**src/rtl/vco_cal_pkg.sv**
```systemverilog
// constants and types for the oscillator calibration and clock distribution block
package vco_cal_pkg;
    // register byte offsets
    localparam logic [7:0] ADDR_CTRL   = 8'h00;
    localparam logic [7:0] ADDR_UPDATE = 8'h04;
    localparam logic [7:0] ADDR_RDIV   = 8'h08;
    localparam logic [7:0] ADDR_STATUS = 8'h0C;
    localparam logic [7:0] ADDR_CHAN0  = 8'h10;
    localparam logic [7:0] ADDR_CHAN4  = 8'h20;
    // values after reset
    localparam logic [31:0] CTRL_RESET = 32'h0000_0200;
    localparam logic [31:0] RDIV_RESET = 32'h0000_0001;
    localparam logic [31:0] CHAN_RESET = 32'h0000_0011;
    // control register fields
    localparam int CTRL_CAL        = 0;
    localparam int CTRL_CALDIV_LSB = 1;
    localparam int CTRL_SRC_LSB    = 4;
    localparam int CTRL_PREDIV_LSB = 8;
    // channel register fields
    localparam int CH_N_LSB     = 0;
    localparam int CH_M_LSB     = 4;
    localparam int CH_BYP       = 8;
    localparam int CH_DCCOFF    = 9;
    localparam int CH_START     = 10;
    localparam int CH_PHASE_LSB = 11;
    localparam int CH_DIRECT    = 16;
    localparam int CH_N2_LSB    = 20;
    localparam int CH_M2_LSB    = 24;
    localparam int CH_BYP2      = 28;
    // calibration length in calibration clock cycles, minus one
    localparam logic [12:0] CAL_LAST = 13'h112F;
    // pre-divider limits
    localparam logic [2:0] PREDIV_MIN = 3'h2;
    localparam logic [2:0] PREDIV_MAX = 3'h6;
    // distribution source select
    typedef enum logic [1:0] {
        SRC_EXT_PRE    = 2'b00,
        SRC_EXT_DIRECT = 2'b01,
        SRC_OSC_PRE    = 2'b10,
        SRC_BAD        = 2'b11
    } src_sel_t;
    // calibration controller states
    typedef enum logic {
        CAL_IDLE = 1'b0,
        CAL_RUN  = 1'b1
    } cal_state_t;
endpackage

```
**src/rtl/vco_cal_and_clock_distribution.sv**
```systemverilog
// oscillator calibration controller and five-channel clock distribution with AXI4-Lite registers
//
// Decided for this implementation: the placing of the registers and the AXI4-Lite register port.
module vco_cal_and_clock_distribution
    import vco_cal_pkg::*;
(
    // clock, reset, enable
    input  wire logic        clk,
    input  wire logic        rst_n,
    input  wire logic        ce,
    // clock pins
    input  wire logic        referenceInput,
    input  wire logic        extClkIn,
    input  wire logic        oscClkIn,
    // distributed outputs and hold indication
    output logic [4:0]       chanOut,
    output logic             syncHold,
    // AXI4-Lite write
    input  wire logic [7:0]  s_axi_awaddr,
    input  wire logic        s_axi_awvalid,
    output logic             s_axi_awready,
    input  wire logic [31:0] s_axi_wdata,
    input  wire logic [3:0]  s_axi_wstrb,
    input  wire logic        s_axi_wvalid,
    output logic             s_axi_wready,
    output logic [1:0]       s_axi_bresp,
    output logic             s_axi_bvalid,
    input  wire logic        s_axi_bready,
    // AXI4-Lite read
    input  wire logic [7:0]  s_axi_araddr,
    input  wire logic        s_axi_arvalid,
    output logic             s_axi_arready,
    output logic [31:0]      s_axi_rdata,
    output logic [1:0]       s_axi_rresp,
    output logic             s_axi_rvalid,
    input  wire logic        s_axi_rready
);
    // byte-lane merge of a write into an old word
    function automatic logic [31:0] merge(input logic [31:0] old, input logic [31:0] d, input logic [3:0] be);
        logic [31:0] m;
        m = {{8{be[3]}}, {8{be[2]}}, {8{be[1]}}, {8{be[0]}}};
        return (old & ~m) | (d & m);
    endfunction
    // calibration divider field decode: 1, 2, 4 or 8
    function automatic logic [3:0] calDivRatio(input logic [1:0] f);
        return 4'h1 << f;
    endfunction
    // pin synchronisers
    logic [2:0] syncA, syncB;
    logic       refPrev;
    always_ff @(posedge clk or negedge rst_n) begin
        if (!rst_n) begin
            syncA   <= 3'h0;
            syncB   <= 3'h0;
            refPrev <= 1'b0;
        end else if (ce) begin
            syncA   <= {oscClkIn, extClkIn, referenceInput};
            syncB   <= syncA;
            refPrev <= syncB[0];
        end
    end
    wire logic refRise = syncB[0] & ~refPrev;
    // register state
    logic [31:0] ctrlStage;
    logic [31:0] ctrlAct;
    logic [31:0] rdiv;
    logic [31:0] chanCfg [5];
    logic        calDone, calBusy, calStart;
    // write channel: address and data taken in either order
    logic        awHeld, wHeld;
    logic [7:0]  awAddr;
    logic [31:0] wData;
    logic [3:0]  wStrb;
    wire logic   doWrite = awHeld & wHeld & ~s_axi_bvalid;
    always_ff @(posedge clk or negedge rst_n) begin
        if (!rst_n) begin
            awHeld        <= 1'b0;
            wHeld         <= 1'b0;
            awAddr        <= 8'h00;
            wData         <= 32'h0000_0000;
            wStrb         <= 4'h0;
            s_axi_awready <= 1'b0;
            s_axi_wready  <= 1'b0;
            s_axi_bvalid  <= 1'b0;
            s_axi_bresp   <= 2'b00;
        end else if (ce) begin
            s_axi_awready <= ~awHeld & ~s_axi_awready & s_axi_awvalid;
            s_axi_wready  <= ~wHeld & ~s_axi_wready & s_axi_wvalid;
            if (s_axi_awvalid & s_axi_awready) begin
                awHeld <= 1'b1;
                awAddr <= s_axi_awaddr;
            end
            if (s_axi_wvalid & s_axi_wready) begin
                wHeld <= 1'b1;
                wData <= s_axi_wdata;
                wStrb <= s_axi_wstrb;
            end
            if (doWrite) begin
                awHeld       <= 1'b0;
                wHeld        <= 1'b0;
                s_axi_bvalid <= 1'b1;
                s_axi_bresp  <= (awAddr > ADDR_CHAN4 || awAddr[1:0] != 2'b00) ? 2'b10 : 2'b00;
            end else if (s_axi_bready) begin
                s_axi_bvalid <= 1'b0;
            end
        end
    end
    // register writes; control takes effect only on update
    always_ff @(posedge clk or negedge rst_n) begin
        if (!rst_n) begin
            ctrlStage <= CTRL_RESET;
            ctrlAct   <= CTRL_RESET;
            rdiv      <= RDIV_RESET;
            calStart  <= 1'b0;
            for (int i = 0; i < 5; i++) begin
                chanCfg[i] <= CHAN_RESET;
            end
        end else if (ce) begin
            calStart <= 1'b0;
            if (doWrite) begin
                case (awAddr)
                    ADDR_CTRL: ctrlStage <= merge(ctrlStage, wData, wStrb);
                    ADDR_UPDATE: begin
                        if (wStrb[0] && wData[0]) begin
                            ctrlAct  <= ctrlStage;
                            calStart <= ctrlStage[CTRL_CAL] & ~ctrlAct[CTRL_CAL];
                        end
                    end
                    ADDR_RDIV: rdiv <= merge(rdiv, wData, wStrb) & 32'h0000_03FF;
                    default: begin
                        if (awAddr >= ADDR_CHAN0 && awAddr <= ADDR_CHAN4 && awAddr[1:0] == 2'b00) begin
                            chanCfg[3'((awAddr - ADDR_CHAN0) >> 2)] <= merge(chanCfg[3'((awAddr - ADDR_CHAN0) >> 2)],
                                                                           wData, wStrb);
                        end
                    end
                endcase
            end
        end
    end
    // read channel
    always_ff @(posedge clk or negedge rst_n) begin
        if (!rst_n) begin
            s_axi_arready <= 1'b0;
            s_axi_rvalid  <= 1'b0;
            s_axi_rdata   <= 32'h0000_0000;
            s_axi_rresp   <= 2'b00;
        end else if (ce) begin
            s_axi_arready <= ~s_axi_arready & ~s_axi_rvalid & s_axi_arvalid;
            if (s_axi_arvalid & s_axi_arready) begin
                s_axi_rvalid <= 1'b1;
                s_axi_rresp  <= 2'b00;
                case (s_axi_araddr)
                    ADDR_CTRL:   s_axi_rdata <= ctrlStage;
                    ADDR_UPDATE: s_axi_rdata <= 32'h0000_0000;
                    ADDR_RDIV:   s_axi_rdata <= rdiv;
                    ADDR_STATUS: s_axi_rdata <= {30'h0, calBusy, calDone};
                    default: begin
                        if (s_axi_araddr >= ADDR_CHAN0 && s_axi_araddr <= ADDR_CHAN4 && s_axi_araddr[1:0] == 2'b00) begin
                            s_axi_rdata <= chanCfg[3'((s_axi_araddr - ADDR_CHAN0) >> 2)];
                        end else begin
                            s_axi_rdata <= 32'h0000_0000;
                            s_axi_rresp <= 2'b10;
                        end
                    end
                endcase
            end else if (s_axi_rready) begin
                s_axi_rvalid <= 1'b0;
            end
        end
    end
    // calibration controller: reference / R / cal divider, then 4400 ticks
    cal_state_t  calState;
    logic [9:0]  rCnt;
    logic [3:0]  dCnt;
    logic [12:0] calCnt;
    wire logic [9:0] rLast = (rdiv[9:0] == 10'h000) ? 10'h000 : rdiv[9:0] - 10'h001;
    always_ff @(posedge clk or negedge rst_n) begin
        if (!rst_n) begin
            calState <= CAL_IDLE;
            rCnt     <= 10'h000;
            dCnt     <= 4'h0;
            calCnt   <= 13'h0000;
            calDone  <= 1'b0;
            calBusy  <= 1'b0;
        end else if (ce) begin
            case (calState)
                CAL_IDLE: begin
                    if (calStart) begin
                        calState <= CAL_RUN;
                        calBusy  <= 1'b1;
                        calDone  <= 1'b0;
                        calCnt   <= 13'h0000; // rCnt and dCnt are already back at zero when idle
                    end
                end
                CAL_RUN: begin
                    if (refRise) begin
                        if (rCnt != rLast) begin
                            rCnt <= rCnt + 10'h001;
                        end else begin
                            rCnt <= 10'h000;
                            if (dCnt != calDivRatio(ctrlAct[CTRL_CALDIV_LSB +: 2]) - 4'h1) begin
                                dCnt <= dCnt + 4'h1;
                            end else begin
                                dCnt <= 4'h0;
                                if (calCnt == CAL_LAST) begin
                                    calState <= CAL_IDLE;
                                    calBusy  <= 1'b0;
                                    calDone  <= 1'b1;
                                end else begin
                                    calCnt <= calCnt + 13'h0001;
                                end
                            end
                        end
                    end
                end
                default: calState <= CAL_IDLE;
            endcase
        end
    end
    // source select and pre-divider
    src_sel_t   srcSel;
    logic [2:0] preRatio;
    logic [2:0] preCnt;
    logic       srcPrev;
    logic       divIn;
    assign srcSel   = src_sel_t'(ctrlAct[CTRL_SRC_LSB +: 2]);
    assign preRatio = (ctrlAct[CTRL_PREDIV_LSB +: 3] < PREDIV_MIN) ? PREDIV_MIN :
                      (ctrlAct[CTRL_PREDIV_LSB +: 3] > PREDIV_MAX) ? PREDIV_MAX :
                      ctrlAct[CTRL_PREDIV_LSB +: 3];
    wire logic srcLevel = (srcSel == SRC_OSC_PRE) ? syncB[2] : (srcSel == SRC_BAD) ? 1'b0 : syncB[1];
    always_ff @(posedge clk or negedge rst_n) begin
        if (!rst_n) begin
            preCnt  <= 3'h0;
            srcPrev <= 1'b0;
            divIn   <= 1'b0;
        end else if (ce) begin
            srcPrev <= srcLevel;
            if (srcSel == SRC_EXT_DIRECT || srcSel == SRC_BAD) begin
                divIn <= srcLevel; // srcLevel stays low for the disallowed code
            end else if (srcLevel & ~srcPrev) begin
                preCnt <= (preCnt >= preRatio - 3'h1) ? 3'h0 : preCnt + 3'h1;
                divIn  <= (preCnt >= preRatio - 3'h1) || (preCnt + 3'h1 < (preRatio >> 1));
            end
        end
    end
    // seven divider stages: 0..4 first stages, 5 and 6 cascade after 3 and 4
    logic [6:0] stOut;
    genvar s;
    generate
        for (s = 0; s < 7; s++) begin : g_stage
            localparam int CH = (s < 5) ? s : s - 2;
            logic [31:0] cfg;
            logic [3:0]  hiN, loM;
            logic        inLvl, inPrev, lvl, stretch, dccOn;
            logic [3:0]  cnt;
            logic [4:0]  dly;
            assign cfg   = chanCfg[CH];
            assign hiN   = (s < 5) ? cfg[CH_N_LSB +: 4] : cfg[CH_N2_LSB +: 4];
            assign loM   = (s < 5) ? cfg[CH_M_LSB +: 4] : cfg[CH_M2_LSB +: 4];
            if (s < 5) begin : g_src
                assign inLvl = divIn;
            end else begin : g_casc
                assign inLvl = stOut[s - 2];
            end
            assign dccOn = ~cfg[CH_DCCOFF] && (loM == hiN + 4'h1);
            // counting on input rising edges, half-cycle stretch on falling edges
            always_ff @(posedge clk or negedge rst_n) begin
                if (!rst_n) begin
                    inPrev  <= 1'b0;
                    lvl     <= 1'b0;
                    cnt     <= 4'h0;
                    dly     <= 5'h00;
                    stretch <= 1'b0;
                end else if (ce) begin
                    inPrev <= inLvl;
                    if (calBusy) begin
                        lvl     <= cfg[CH_START];
                        cnt     <= cfg[CH_START] ? hiN : loM;
                        dly     <= (s < 5) ? cfg[CH_PHASE_LSB +: 5] : 5'h00;
                        stretch <= 1'b0;
                    end else if (inLvl & ~inPrev) begin
                        if (dly != 5'h00) begin
                            dly <= dly - 5'h01;
                        end else if (cnt == 4'h0) begin
                            lvl <= ~lvl;
                            cnt <= lvl ? loM : hiN;
                        end else begin
                            cnt <= cnt - 4'h1;
                        end
                    end else if (~inLvl & inPrev) begin
                        stretch <= lvl & dccOn;
                    end
                end
            end
            assign stOut[s] = ((s < 5) ? cfg[CH_BYP] : cfg[CH_BYP2]) ? inLvl : (lvl | stretch);
        end
    endgenerate
    // registered outputs, start level during a calibration, direct route on single-divider channels
    always_ff @(posedge clk or negedge rst_n) begin
        if (!rst_n) begin
            chanOut  <= 5'h00;
            syncHold <= 1'b0;
        end else if (ce) begin
            syncHold <= calBusy;
            for (int c = 0; c < 5; c++) begin
                if (calBusy) begin // bypassed and direct channels would otherwise keep toggling
                    chanOut[c] <= chanCfg[c][CH_START];
                end else if (c < 3 && chanCfg[c][CH_DIRECT]) begin
                    chanOut[c] <= srcLevel;
                end else begin
                    chanOut[c] <= (c < 3) ? stOut[c] : stOut[c + 2];
                end
            end
        end
    end
endmodule

```
**config.mk**
```make
export PLATFORM = sky130hd
export DESIGN_NAME = vco_cal_and_clock_distribution
export DESIGN_NICKNAME = d
export VERILOG_FILES = /design/src/rtl/vco_cal_pkg.sv /design/src/rtl/vco_cal_and_clock_distribution.sv
export SDC_FILE = /design/constraint.sdc
export NUM_CORES = 1
export LEC_CHECK = 0
export BUFFER_PORTS_ARGS = -buffer_cell sky130_fd_sc_hd__buf_2
export CAP_MARGIN = 10
export CORE_ASPECT_RATIO = 1.4
export CORE_MARGIN = 2
export CORE_UTILIZATION = 40
export DETAILED_ROUTE_END_ITERATION = 10
export SLEW_MARGIN = 30
export SYNTH_ARGS = -nofsm -noshare
export SYNTH_HDL_FRONTEND = slang
export SYNTH_SLANG_ARGS = --single-unit
export TNS_END_PERCENT = 50
```
**constraint.sdc**
```tcl
create_clock -name clk -period 6.5 [get_ports clk]
set_input_delay 1.3 -clock clk [delete_from_list [all_inputs] [get_ports clk]]
set_output_delay 1.3 -clock clk [all_outputs]
set_load 0.03 [all_outputs]
```
# --- After elaboration in Yosys (flattened, before gate mapping) ---
# Cells that the tools add are included.
op_classes:
  add_sub_neg: 30
  order_cmp: 12
  n_eq_ne: 34
  n_shift: 1
  mux: 186
  n_bitwise: 76
  reduce_logical: 105
op_table:
  columns: ["cell", "n"]
  rows:
  - ["32-bit binary-select mux with 3-bit select", 2]
  - ["32-bit two-way mux", 6]
  - ["4-bit two-way mux", 43]
  - ["160-bit bitwise mux", 1]
  - ["32-bit case mux with 4 select lines", 1]
  - ["5-bit two-way mux", 21]
  - ["32-bit AND", 3]
  - ["32-bit demux with 3-bit select", 1]
  - ["1-bit two-way mux", 94]
  - ["13-bit two-way mux", 5]
  - ["32-bit bitwise OR", 2]
  - ["3-bit AND reduction", 21]
  - ["2-bit nonzero test", 26]
  - ["4-bit AND reduction", 10]
  - ["5-bit nonzero test", 7]
  - ["5-bit by 1-bit subtractor with 5-bit output (second input constant)", 7]
  - ["4-bit by 1-bit adder with 4-bit output (second input constant)", 8]
  - ["1-bit NOT", 32]
  - ["32-bit NOT", 1]
  - ["4-bit by 1-bit subtractor with 4-bit output (second input constant)", 8]
  - ["2-bit != test (second input constant)", 15]
  - ["4-bit == test", 7]
  - ["4-bit logical NOT", 7]
  - ["1-bit AND", 27]
  - ["other kinds (42)", 89]
totals:
  regBits: 429
  inputBits: 63
  wordCells: 511

# --- Logic depth before layout (Yosys ltp) ---
depth:
  word_depth: 8
  ltp_mapped: 13

# --- Least setup slack after synthesis ---
# OpenSTA, ideal clock, no wires.
synth_timing:
  path_kind: "in2reg"
  from: "input ce"
  to: "register chanCfg, in the netlist g_stage[3].cfg[10]"
  setup_ps: 125
  t_arrival_ps: 3590
  required_ps: 6375
  path_slack_ps: 2785
  path_stages: 8
  cell_sequence: "inv_1 -> or4_1 -> or2_2 -> nor3b_1 -> and3_1 -> clkbuf_1 -> buf_1 -> mux2_2"
synth_via:
  elab_chain_len: 1
synth_rtl:
  columns: ["element", "line_no", "source"]
  rows:
  - ["from (decl)", "vco_cal_and_clock_distribution.sv:10", "input wire logic ce,"]
  - ["4-bit AND reduction (no line)", null, null]
  - ["to (signal, indexed assignment)", "vco_cal_and_clock_distribution.sv:132", "chanCfg[3'((awAddr - ADDR_CHAN0) >> 2)] <= merge(chanCfg[3'((awAddr - ADDR_CHAN0) >> 2)],"]
  - ["to (decl)", "vco_cal_and_clock_distribution.sv:67", "logic [31:0] chanCfg [5];"]
# No other way between the ends.
# A chain may end at the register's enable or synchronous reset.

# --- Final worst setup path ---
layout_timing:
  from: "input ce"
  to: "register chanCfg, in the netlist g_stage[3].cfg[27]"
# Same word-level chain as after synthesis.

==> results.sh <==
export IMPL_cap_violations=0
export IMPL_die_x_um=207
export IMPL_synth_cells=2122
export IMPL_ys_ff_latch=424
export IMPL_cts_tree="done"
export IMPL_postCtsSetupBuffers=0
export IMPL_wire_per_inst_um=22.5
export IMPL_setup_viol_count_final=0
export IMPL_die_h_um=288
export IMPL_async_reset_ff_frac=1.00
export IMPL_cp_slowest_stage_delay_ns=0.68
export IMPL_yosysMostFrequentCell="dfrtp_1"
export IMPL_synth_edf_count=0
export IMPL_antennaDiodeCount=0
export IMPL_place_gp_congestion=0.894
export IMPL_worstMarginPinSlew_ns=0.927
export IMPL_finalHoldViolCount=0
export IMPL_core_area_um2=56600
export IMPL_holdCritPathClass="register to register"
export IMPL_relSlewSlack=0.381
export IMPL_ios=110
export IMPL_yosysSeqAreaShare=0.463
export IMPL_rsz0062_at_grt="false"
export IMPL_track_usage=0.225
export IMPL_gr_usage_met2=0.402
export IMPL_drtPass1Iterations=5
export IMPL_grt_pass1_wl_um=103000
export IMPL_required_ns=6.98
export IMPL_vias_per_cell=5.90
export IMPL_critPathSlowestCell="and3_1"
export IMPL_die_area_um2=59400
export IMPL_synth_area_top_cells="dfrtp_1 45%, mux2_2 14%, mux4_2 6.3%"
export IMPL_grt_overflow=0
export IMPL_crit_arrival_ns=4.59
export IMPL_startpoint_type="input port"
export IMPL_critical_path_top_delay_family="simple AND/OR/NAND/NOR gates"
export IMPL_dpl_worst_slack_ns=1.81
export IMPL_portBuffers=107
export IMPL_ir_drop_uv=459
export IMPL_slew_viol_final=0
export IMPL_routed_wl_um=66200
export IMPL_crit_path_end_kind="register"
export IMPL_placementRows=103
export IMPL_fin_setup_tns_ns=0
export IMPL_fin_nets=2275
export IMPL_worst_slack_ns=2.38
export IMPL_via_count=17352
export IMPL_place_hpwl_um=45900
export IMPL_fmax_ghz=0.243
export IMPL_clk_latency_ns=0.60
export IMPL_busiest_layer="met2"
export IMPL_final_area_um2=25700
export IMPL_min_period_ns=4.12
export IMPL_finClkSkew_ns=0.0170
export IMPL_cts_htree_levels=2
export IMPL_p_leak_nw=11.4
export IMPL_synth_top_area_cell="dfrtp_1"
export IMPL_path_clk_slew_ns=0.06
export IMPL_ys_flop_type="dfrtp_1"
export IMPL_cts_sinks=424
export IMPL_crit_buf_inv=4
export IMPL_cts_buffers=46
export IMPL_synth_top_cells_by_count="411 x dfrtp_1, 277 x mux2_2, 184 x nand2_1"
export IMPL_drc_errors=0
export IMPL_clk_path_buf_depth=3
export IMPL_crit_chain="buf_2, inv_1, buf_4, or4_1, or2_2, nor3b_1, and3_1, buf_4, mux2_2"
export IMPL_antenna_found_initial=0
export IMPL_fillers=5288
export IMPL_initial_core_util=0.406
export IMPL_syn_area_per_cell_um2=10.8
export IMPL_grt_pass1_vias=17883
export IMPL_drtIter0Drc=1338
export IMPL_cts_hold_buf=0
export IMPL_p_per_area_nw_per_um2=292
export IMPL_path_max_fanout=21
export IMPL_area_growth_pct=11.9
export IMPL_grt_use_met3=0.0246
export IMPL_path_class="input port to register"
export IMPL_use_met1=0.261
export IMPL_path_common_cell="buf_4"
export IMPL_fin_crit_sh=0.634
export IMPL_synth_cell_types=72
export IMPL_ys_warn_count=0
export IMPL_antenna_left=0
export IMPL_dpl_cell_area_um2=24100
export IMPL_fin_util=0.454
export IMPL_status="finished clean"
export IMPL_drive_gt1_frac=0.266
export IMPL_cts_root_buffer_cell="clkbuf_16"
export IMPL_netlist_area_um2=23000
export IMPL_grt_max_degree=146
export IMPL_cts_resized=0
export IMPL_yosysTopAreaCellShare=0.448
==> placed cells by master (no fill, tap or decap), types with 15 or more instances in the layout <==
cell type / n
xor2_1: 21
a22oi_1: 67
nor3_1: 27
a211oi_1: 16
nor2b_1: 24
buf_4: 28
inv_1: 61
xnor2_1: 23
a31oi_1: 19
o22ai_1: 35
mux4_2: 64
buf_2: 106
nand2_1: 184
nand3_1: 45
mux2i_1: 51
a21oi_1: 128
nor4b_1: 15
dfrtp_1: 409
nor4_1: 15
o21ai_0: 164
ha_1: 38
clkbuf_16: 46
mux2_2: 277
nor2_1: 117
or3_1: 15
==> final cells by class <==
type	count	area, um^2	share of cell area
Inverter	62	233	0.00906
Tap cell	735	920	0.0358
Clock buffer	65	1290	0.0503
Sequential cell	424	10600	0.414
Multi-Input combinational cell	1502	11600	0.450
Timing Repair Buffer	138	815	0.0317
Clock inverter	15	233	0.00906
==> kinds of logic (layout without fill, tap and decap cells) <==
kind of cell | after synthesis | in the layout | synth area share
other | 1 | 2 | 0.000163
xor gates and xnor gates | 44 | 44 | 0.0168
AOI/OAI and AO/OA | 517 | 517 | 0.137
and+or+nand+nor | 504 | 504 | 0.104
buffers and inverters | 197 | 280 | 0.0355
muxes | 397 | 397 | 0.223
adders and majority gates | 38 | 38 | 0.0207
DFF | 424 | 424 | 0.463
==> registers in the layout, indices dropped and copies added, names as in the netlist, 3 cells and up, named ones only <==
register / flops
ctrlAct: 8
g_stage.cfg: 160
rCnt: 10
syncB: 3
dCnt: 4
g_stage.lvl: 7
wData: 32
awAddr: 8
chanOut: 5
g_stage.cnt: 28
g_stage.inPrev: 3
wStrb: 4
g_stage.dly: 35
calCnt: 13
syncA: 3
g_stage.stretch: 7
s_axi_rdata: 32
preCnt: 3
==> routing by layer <==
layer / share of wire / vias up / wire [um]
met5: 0 / - / 0
met4: 0.054 / 0 / 3550
met3: 0.034 / 155 / 2280
met2: 0.53 / 413 / 34800
met1: 0.39 / 8858 / 25600
li1: - / 7926 / -
==> tightest hold or removal path, cell delays in order, from the launching register on <==
cell	delay, ns
dfrtp_1	0.34
nand2_1	0.05
o21ai_0	0.06
==> metrics by stage <==
step | power (mW) | cells | hold WS, ns
after floorplan | 4.21 | 2123 | 0.444
after global placement | 4.77 | 2860 | 0.465
after detailed placement | 4.82 | 2860 | 0.469
after CTS | 7.54 | 2940 | 0.482
after global routing | 7.80 | 2941 | 0.510
final | 7.49 | 2941 | 0.477
==> where the power goes <==
part / total (mW) / leakage [nW] / switching (mW) / internal (mW)
sequential: 3.39 / 5.65 / 0.468 / 2.92
clock: 2.71 / 0.748 / 1.15 / 1.56
combinational: 1.39 / 4.98 / 0.829 / 0.564
==> worst paths after layout <==
path / start / endpoint / slack, ns / depth (start not counted)
worst max-delay path: ce / g_stage[3].cfg[27] / 2.38 / 9
worst min-delay path: s_axi_rdata[21] / s_axi_rdata[21] / 0.48 / 2
worst max register to register: register / calBusy / 2.76 / 10
worst min register to register: s_axi_rdata[21] / s_axi_rdata[21] / 0.48 / 2
max in group asynchronous: rst_n / s_axi_rdata[23] / 4.48 / 2
min in group asynchronous: rst_n / g_stage[0].cfg[3] / 0.70 / 1
No activity file was read; power rests on OpenSTA's default activity.
